**src/include/dcc_pkg.sv**
```systemverilog
// Constants shared by the modulo-ten counter cells and their APB wrapper.
// Assumes one 100 MHz clock and a 32-bit APB master.
package dcc_pkg;
   localparam int unsigned CNT_W      = 4;
   localparam logic [3:0]  CNT_LAST   = 4'h9;
   localparam logic [3:0]  CNT_ZERO   = 4'h0;
   localparam logic [3:0]  CNT_ONE    = 4'h1;
   localparam logic [3:0]  CNT_TOP    = 4'hf;
   localparam int unsigned ADDR_W     = 12;
   localparam logic [11:0] OFS_CTRL   = 12'h000;
   localparam logic [11:0] OFS_PRESET = 12'h004;
   localparam logic [11:0] OFS_COUNTS = 12'h008;
   localparam logic [11:0] OFS_SEEN   = 12'h00c;
   localparam int unsigned CTRL_SW    = 0;
   localparam int unsigned CTRL_EN    = 1;
   localparam int unsigned CTRL_LOAD  = 2;
   localparam int unsigned SEEN_W     = 2;
   localparam logic        RST_SW     = 1'b0;
   localparam logic        RST_EN     = 1'b0;
   localparam logic [3:0]  RST_PRESET = 4'h0;
endpackage : dcc_pkg

```
**src/design/dcc_cell.sv**
```systemverilog
// One four-bit modulo-ten counter cell; load and chain are options.
// Assumes load, enable and preset are synchronous to pclk.
`timescale 1ns/10ps
module dcc_cell #(
   parameter int unsigned WIDTH     = dcc_pkg::CNT_W,
   parameter bit          HAS_LOAD  = 1'b0,
   parameter bit          HAS_CHAIN = 1'b0
) (
   input  wire logic             pclk,
   input  wire logic             clear_n,
   input  wire logic             parallel_load,
   input  wire logic             chain_enable_in,
   input  wire logic [WIDTH-1:0] preset_value,
   output logic      [WIDTH-1:0] count_value,
   output logic                  terminal_pulse_out
);
   typedef struct packed
   {
      logic [3:0] count;
   } dcc_cell_st_t;

   dcc_cell_st_t st;
   dcc_cell_st_t next_st;
   logic         load;
   logic         advance;

   if (WIDTH != dcc_pkg::CNT_W)
   begin : g_bad_width
      $error("dcc_cell supports a four-bit count only");
   end

   always_comb
   begin
      load    = HAS_LOAD && parallel_load;
      advance = !HAS_CHAIN || chain_enable_in;
      next_st = st;
      if (load)
      begin
         next_st.count = preset_value;
      end
      else if (advance)
      begin
         if (st.count == dcc_pkg::CNT_LAST)
         begin
            next_st.count = dcc_pkg::CNT_ZERO;
         end
         else
         begin
            next_st.count = st.count + dcc_pkg::CNT_ONE;
         end
      end
   end

   always_ff @(posedge pclk or negedge clear_n)
   begin
      if (!clear_n)
      begin
         st <= '0;
      end
      else
      begin
         st <= next_st;
      end
   end

   assign count_value        = st.count;
   assign terminal_pulse_out = HAS_CHAIN && chain_enable_in &&
                               st.count == dcc_pkg::CNT_LAST;
endmodule : dcc_cell

```
**src/design/dcc_sticky.sv**
```systemverilog
// Sticky event flags with write-one-to-clear; a set beats a clear.
// Assumes set and clear are single-cycle pulses on pclk.
`timescale 1ns/10ps
module dcc_sticky #(
   parameter int unsigned N = dcc_pkg::SEEN_W
) (
   input  wire logic         pclk,
   input  wire logic         presetn,
   input  wire logic [N-1:0] set,
   input  wire logic [N-1:0] clr,
   output logic      [N-1:0] flag
);
   typedef struct packed
   {
      logic [N-1:0] flag;
   } dcc_stk_st_t;

   dcc_stk_st_t st;
   dcc_stk_st_t next_st;

   if (N < 1)
   begin : g_bad_n
      $error("dcc_sticky needs at least one flag");
   end

   always_comb
   begin
      next_st      = st;
      next_st.flag = set | (st.flag & ~clr);
   end

   always_ff @(posedge pclk or negedge presetn)
   begin
      if (!presetn)
      begin
         st <= '0;
      end
      else
      begin
         st <= next_st;
      end
   end

   assign flag = st.flag;
endmodule : dcc_sticky

```
**src/design/dcc_top.sv**
```systemverilog
// Four modulo-ten counter cells with an APB register window.
// Assumes an APB master on pclk; cell pins are synchronous to pclk.
//
// Decided for this implementation: register access over APB and the address map.
`timescale 1ns/10ps
module dcc_top #(
   parameter int unsigned ADDR_W = dcc_pkg::ADDR_W
) (
   input  wire logic              pclk,
   input  wire logic              presetn,
   input  wire logic              psel,
   input  wire logic              penable,
   input  wire logic              pwrite,
   input  wire logic [ADDR_W-1:0] paddr,
   input  wire logic [31:0]       pwdata,
   output logic      [31:0]       prdata,
   output logic                   pready,
   output logic                   pslverr,
   input  wire logic              cell_clear_n,
   input  wire logic              parallel_load,
   input  wire logic              chain_enable_in,
   input  wire logic [3:0]        preset_value,
   output logic      [3:0]        count_value_plain,
   output logic      [3:0]        count_value_preset,
   output logic      [3:0]        count_value_chain,
   output logic      [3:0]        count_value_both,
   output logic                   terminal_pulse_chain,
   output logic                   terminal_pulse_both
);
   typedef struct packed
   {
      logic        sw;
      logic        en;
      logic        load;
      logic [3:0]  preset;
      logic        ready;
      logic [31:0] rdata;
      logic        slverr;
   } dcc_top_st_t;

   dcc_top_st_t st;
   dcc_top_st_t next_st;

   logic        clr_n;
   logic        access;
   logic        wr;
   logic        mapped;
   logic [11:0] addr;
   logic        eff_load;
   logic        eff_en;
   logic [3:0]  eff_preset;
   logic [1:0]  seen;
   logic [1:0]  seen_set;
   logic [1:0]  seen_clr;

   if (ADDR_W < 4 || ADDR_W > 12)
   begin : g_bad_addr
      $error("dcc_top needs an address width of 4 to 12 bits");
   end

   // Clear from either the system reset or the cell clear pin
   assign clr_n = presetn & cell_clear_n;

   // Software takes over the cell inputs when the select bit is set
   assign eff_load   = st.sw ? st.load : parallel_load;
   assign eff_en     = st.sw ? st.en : chain_enable_in;
   assign eff_preset = st.sw ? st.preset : preset_value;

   dcc_cell #(
      .WIDTH     (dcc_pkg::CNT_W),
      .HAS_LOAD  (1'b0),
      .HAS_CHAIN (1'b0)
   ) u_plain (
      .pclk               (pclk),
      .clear_n            (clr_n),
      .parallel_load      (1'b0),
      .chain_enable_in    (1'b0),
      .preset_value       (4'h0),
      .count_value        (count_value_plain),
      .terminal_pulse_out ()
   );

   dcc_cell #(
      .WIDTH     (dcc_pkg::CNT_W),
      .HAS_LOAD  (1'b1),
      .HAS_CHAIN (1'b0)
   ) u_preset (
      .pclk               (pclk),
      .clear_n            (clr_n),
      .parallel_load      (eff_load),
      .chain_enable_in    (1'b0),
      .preset_value       (eff_preset),
      .count_value        (count_value_preset),
      .terminal_pulse_out ()
   );

   dcc_cell #(
      .WIDTH     (dcc_pkg::CNT_W),
      .HAS_LOAD  (1'b0),
      .HAS_CHAIN (1'b1)
   ) u_chain (
      .pclk               (pclk),
      .clear_n            (clr_n),
      .parallel_load      (1'b0),
      .chain_enable_in    (eff_en),
      .preset_value       (4'h0),
      .count_value        (count_value_chain),
      .terminal_pulse_out (terminal_pulse_chain)
   );

   dcc_cell #(
      .WIDTH     (dcc_pkg::CNT_W),
      .HAS_LOAD  (1'b1),
      .HAS_CHAIN (1'b1)
   ) u_both (
      .pclk               (pclk),
      .clear_n            (clr_n),
      .parallel_load      (eff_load),
      .chain_enable_in    (eff_en),
      .preset_value       (eff_preset),
      .count_value        (count_value_both),
      .terminal_pulse_out (terminal_pulse_both)
   );

   // Remembers that a terminal pulse met a clock edge
   assign seen_set = {terminal_pulse_both, terminal_pulse_chain};
   assign seen_clr = (wr && addr == dcc_pkg::OFS_SEEN) ?
                     pwdata[1:0] : 2'h0;

   dcc_sticky #(
      .N (dcc_pkg::SEEN_W)
   ) u_seen (
      .pclk    (pclk),
      .presetn (presetn),
      .set     (seen_set),
      .clr     (seen_clr),
      .flag    (seen)
   );

   // One wait state: pready rises in the second access cycle
   assign addr   = 12'(paddr);
   assign access = psel && penable && st.ready;
   assign wr     = access && pwrite && mapped;
   assign mapped = addr == dcc_pkg::OFS_CTRL ||
                   addr == dcc_pkg::OFS_PRESET ||
                   addr == dcc_pkg::OFS_COUNTS ||
                   addr == dcc_pkg::OFS_SEEN;

   always_comb
   begin
      next_st        = st;
      next_st.load   = 1'b0;
      next_st.ready  = psel && penable && !st.ready;
      next_st.rdata  = 32'h0;
      next_st.slverr = 1'b0;
      if (psel && penable && !st.ready)
      begin
         next_st.slverr = !mapped;
         if (!pwrite)
         begin
            unique case (addr)
               dcc_pkg::OFS_CTRL:
                  next_st.rdata = {30'h0, st.en, st.sw};
               dcc_pkg::OFS_PRESET:
                  next_st.rdata = {28'h0, st.preset};
               dcc_pkg::OFS_COUNTS:
                  next_st.rdata = {16'h0, count_value_both,
                                   count_value_chain,
                                   count_value_preset,
                                   count_value_plain};
               dcc_pkg::OFS_SEEN:
                  next_st.rdata = {30'h0, seen};
               default:
                  next_st.rdata = 32'h0;
            endcase
         end
      end
      if (wr && addr == dcc_pkg::OFS_CTRL)
      begin
         next_st.sw   = pwdata[dcc_pkg::CTRL_SW];
         next_st.en   = pwdata[dcc_pkg::CTRL_EN];
         next_st.load = pwdata[dcc_pkg::CTRL_LOAD];
      end
      if (wr && addr == dcc_pkg::OFS_PRESET)
      begin
         next_st.preset = pwdata[3:0];
      end
   end

   always_ff @(posedge pclk or negedge presetn)
   begin
      if (!presetn)
      begin
         st        <= '0;
         st.sw     <= dcc_pkg::RST_SW;
         st.en     <= dcc_pkg::RST_EN;
         st.preset <= dcc_pkg::RST_PRESET;
      end
      else
      begin
         st <= next_st;
      end
   end

   assign prdata  = st.rdata;
   assign pready  = st.ready;
   assign pslverr = st.slverr;
endmodule : dcc_top

```
**config.mk**
```make
export PLATFORM = sky130hd
export DESIGN_NAME = dcc_top
export DESIGN_NICKNAME = d
export VERILOG_FILES = /design/src/include/dcc_pkg.sv /design/src/design/dcc_cell.sv /design/src/design/dcc_sticky.sv /design/src/design/dcc_top.sv
export SDC_FILE = /design/constraint.sdc
export NUM_CORES = 1
export LEC_CHECK = 0
export BUFFER_PORTS_ARGS = -buffer_cell sky130_fd_sc_hd__buf_2
export CAP_MARGIN = 25
export CORE_UTILIZATION = 47
export DETAILED_ROUTE_END_ITERATION = 6
export HOLD_SLACK_MARGIN = 0.03
export PLACE_DENSITY = 0.86
export SYNTH_ARGS = -nofsm -noshare
export SYNTH_HDL_FRONTEND = slang
export SYNTH_SLANG_ARGS = --single-unit
```
**constraint.sdc**
```tcl
create_clock -name pclk -period 2.3 [get_ports pclk]
set_input_delay 0.115 -clock pclk [delete_from_list [all_inputs] [get_ports pclk]]
set_output_delay 0.115 -clock pclk [all_outputs]
set_load 0.05 [all_outputs]
```
== Word level (Yosys, flattened, before mapping) ==
Cells that the tools add are included.

* Add/subtract/negate cells: 4
* Equal/unequal tests: 7
* Mux-type cells: 15
* Bitwise gates (word level): 4
* Reduce and logical (&&, ||, !) cells: 17

{| class="wikitable"
|+ Operator list
! kind !! number
|-
| case mux 16 bit (4 select lines) || 1
|-
| 2-to-1 mux 33 bit || 1
|-
| 2-to-1 mux 4 bit || 8
|-
| equality test 12 x 4 -> 1 bit (second input constant) || 2
|-
| adder 4 x 1 -> 4 bit (second input constant) || 4
|-
| equality test 4 bit (second input constant) || 4
|-
| 2-to-1 mux 16 bit || 1
|-
| equality test 12 x 3 -> 1 bit (second input constant) || 1
|-
| zero test 12 bit || 1
|-
| logical AND 1 bit || 10
|-
| logical OR 1 bit || 3
|-
| 2-to-1 mux 1 bit || 3
|-
| bitwise AND 2 bit || 1
|-
| zero test 1 bit || 2
|-
| 2-to-1 mux 2 bit || 1
|-
| inverter 2 bit || 1
|-
| OR 2 bit || 1
|-
| nonzero test 2 bit || 1
|-
| bitwise AND 1 bit || 1
|}

* Flip-flop bits (word level): 59
* Input port bits: 56

== Depth between registers and ports, before layout ==
* Depth in word-level cells: 10
* Gate-level depth with buffers: 6
* Depth with buffers taken out: 3

== By module ==
Synthesis repeated with hierarchy kept, for this count alone.

* Cell total of the unflattened synthesis: 221
* Area total of the unflattened synthesis: 2372.3 µm²

{| class="wikitable"
|+ Modules (own cells, without submodules)
! module !! times used !! cells an instance !! area each (µm²) !! sequential area each (µm²)
|-
| dcc_top || 1 || 131 || 1477.7 || 625.6
|-
| dcc_cell at u_preset || 1 || 27 || 236.5 || 100.1
|-
| dcc_cell at u_both || 1 || 24 || 221.5 || 100.1
|-
| dcc_cell at u_chain || 1 || 17 || 187.7 || 100.1
|-
| dcc_cell at u_plain || 1 || 16 || 176.4 || 100.1
|-
| dcc_sticky || 1 || 6 || 72.6 || 50.0
|}

== Worst setup path before layout ==
OpenSTA, ideal clock, no wires.

* Path type: register to register
* Start point: reg st, in the netlist pready
* End point: reg st[34] (netlist name)
* Data arrival time: 1695 ps
* Required time: 2175 ps
* Setup slack: 480 ps
* Cell stages (with the launch flop): 4
* Path through: dfrtp_1 -> nand4_1 -> nor4_2 -> mux2_2

* Cells in the longest elaborated chain, start to end: 4

{| class="wikitable"
|+ Ends and longest elaborated chain
! element !! line !! source
|-
| from (decl) || dcc_top.sv:41 || <nowiki>dcc_top_st_t st;</nowiki>
|-
| from (signal assigned) || dcc_top.sv:201 || <nowiki>st <= next_st;</nowiki>
|-
| logical AND 1 bit || dcc_top.sv:142 || <nowiki>assign access = psel && penable && st.ready;</nowiki>
|-
| logical AND 1 bit (2 in series) || dcc_top.sv:143 || <nowiki>assign wr = access && pwrite && mapped;</nowiki>
|-
| logical AND 1 bit || dcc_top.sv:184 || <nowiki>if (wr && addr == dcc_pkg::OFS_PRESET)</nowiki>
|}

Every way passes these cells.
A chain may end at the register's enable or synchronous reset.

== Final worst setup path ==
* Start point: reg st[40] (netlist name)
* End point: out terminal_pulse_both

* Cells in the longest elaborated chain, start to end: 2

{| class="wikitable"
|+ Ends and longest elaborated chain
! element !! line !! source
|-
| 2-to-1 mux 1 bit || dcc_top.sv:66 || <nowiki>assign eff_en = st.sw ? st.en : chain_enable_in;</nowiki>
|-
| logical AND 1 bit || dcc_cell.sv:67 || <nowiki>assign terminal_pulse_out = HAS_CHAIN && chain_enable_in &&</nowiki>
|-
| to (decl) || dcc_top.sv:28 || <nowiki>output logic terminal_pulse_both</nowiki>
|}

Every way passes these cells.

==> reports/metrics.cfg <==
[power_and_ir_drop]
leakage_nw = 1.30
power_density_nw_per_um2 = 756
vdd_drop_max_mv = 0.304
total_power_mw = 1.99

[global_route]
first_global_vias = 1628
grt.total_usage = 0.190
grt_overflow = 0
grt_max_degree = 28
antenna_found_initial = 0
grt_pass1_wl_um = 7600

[sta]
worst_slack_ns = 0.472
tns_ns = 0
rsz0062_at_grt = no
slew_headroom = 0.483
min_period_over_period = 0.795
max_freq_ghz = 0.547
report.final.slew_viol_count = 0
fin_skew_ns = 0.00502
setup_viol = 0
hold_slack_ns = 0.0620
worst_pin_slew_ns = 0.775
fin_crit_ns = 1.83
hold_viol_final = 0

[routing]
wirelength_um = 4580
vias = 1712
first_pass_iters = 4
drtAntennaViolNets = 0
wl_per_cell_um = 13.5
viasPerCell = 5.04
route.detailed.drc = 0
first_iter_violations = 123

[place]
place.gp.congestion = 0.826
dp_cells = 330
port_buffers = 63
place_ws_ns = 0.366
dp_hpwl_um = 3570
placed_area_um2 = 2520

[critical_path]
critPathLaunch = st[40]
path_max_fanout = 12
crit_end = terminal_pulse_both
end_kind = output pin
reg2regPathDepth = 3
timing.rr.end = st[40]
cp_data_arrival_time_ns = 1.71
reg2reg_slack_ns = 0.60
worstSetupPathType = register to output pin
critPathLaunchType = register
worstReg2RegStart = pready
critPathRequiredTime_ns = 2.18

[finish]
layout.nets = 330
drive_above_1_share = 0.348
syn2layout_area_growth_pct = 12.9
final_util = 0.554
antennaDiodeCount = 0
design_area_um2 = 2640
final_cells = 340

[floorplanning]
rows = 25
ios = 108
die_w_um = 72.5
core_um2 = 4750
dieArea_um2 = 5250
die_h_um = 72.5
initial_core_util = 0.491

[clock_network]
ctsHoldBuffers = 4
cts_buffer_depth = 2
cts_setup_buffers = 0
clock_sinks = 43
cts_max_level = 2
cts_root_buffer = clkbuf_8
cts.reportedPaths.clkPinSlew_ns = 0.08
cts_tree = built
clkLatencyLatePin_ns = 0.29
postCtsResizedCells = 0
numCtsBuffers = 5

[yosys]
avgSynthCellArea_um2 = 10.6
ys_ff_latch = 43
ys_dominant_reg_cell = dfrtp_1
synth_area_um2 = 2330
synth_most_common_cell = dfrtp_1
syn-instance-count = 221
seq_area_frac_synth = 0.461
yosys_warnings = 0
synth_edf_count = 0
synth_commonest_cells = 43 x dfrtp_1, 32 x buf_4, 17 x inv_1
yosys.cell_types.count = 43
yosysTopAreaCell = dfrtp_1
yosys.area.top_type_share = 0.461
synthArstFlopShare = 1.00
synthTopCellsByArea = dfrtp_1 46%, buf_4 10%, mux2_2 4.3%

[hold_path]
hold_start = pwdata[3]
holdCritPathClass = input pin to register

[outcome]
run_status = finished clean

[flow_run]
max_cap_violations = 0

-- layout by cell type, fill, tap and decap left out, types with 3 or more instances in the layout --
master	synthesis	layout
o21ai_0	4	4
mux2_2	9	9
a211oi_1	4	4
or4_1	3	3
nor4_1	4	4
buf_4	32	3
inv_1	17	17
xnor2_1	5	5
nor3_2	10	10
mux2i_1	7	7
nor2b_1	10	10
nand2_1	10	10
a31oi_1	7	7
a21oi_1	5	5
buf_2	0	63
dlygate4sd3_1	0	4
nor3_1	9	9
clkbuf_8	0	5
nand3b_1	3	3
dfrtp_1	43	43
conb_1	1	16
-- state kept, by name, indices dropped and copies added (netlist names) --
| signal | flops |
|---|---|
| u_preset.count_value | 4 |
| u_both.count_value | 4 |
| u_plain.count_value | 4 |
| u_chain.count_value | 4 |
| pready | 1 |
| u_seen.flag | 2 |
| st | 7 |
| prdata | 16 |
| pslverr | 1 |
-- layer usage --
metal | track usage | wire length, µm | up-vias
met2 | 0.324 | 2280 | 61
met4 | 0.0654 | 65 | 0
li1 | - | - | 829
met3 | 0.0444 | 269 | 7
met1 | 0.237 | 1960 | 815
met5 | 0 | 0 | -
-- power breakdown --
part           internal, mW  switching (mW)
logic                 0.181           0.458
registers             0.828          0.0886
clock network         0.202           0.234
-- kinds of logic (layout without fill, tap and decap cells) --
group           after synthesis  after routing  share of synthesized area
flops                        43             43                      0.461
mux                          17             17                     0.0783
other cells                   1             16                    0.00161
compound gates               32             32                     0.0928
buf+inv                      56             93                      0.151
xor+xnor                      5              5                     0.0188
simple gates                 67             67                      0.196
-- how the worst min path moves through the flow --
stage                           end  slack [ns]  cells past startpoint
final                        st[37]        0.06                      2
after global routing         st[37]        0.06                      2
after CTS                    st[37]        0.05                      2
after detailed placement  prdata[5]        0.21                      2
after global placement    prdata[5]        0.20                      2
after floorplan           prdata[0]       -0.18                      0
-- worst max-delay path, stage by stage (launching register included) --
cell and delay, ns:
dfrtp_1 0.60, mux2_2 0.47, nand2_1 0.10, inv_1 0.04, buf_2 0.20
-- final cells by class --
type / instances / area, µm²
repair buffers: 70 / 378
multi-input cells: 137 / 961
clock buffers: 6 / 72.6
inverters: 17 / 63.8
flip-flops and latches: 43 / 1080
well taps: 67 / 83.8
fillers: 460 / 2120
(Power assumes the default switching activity.)
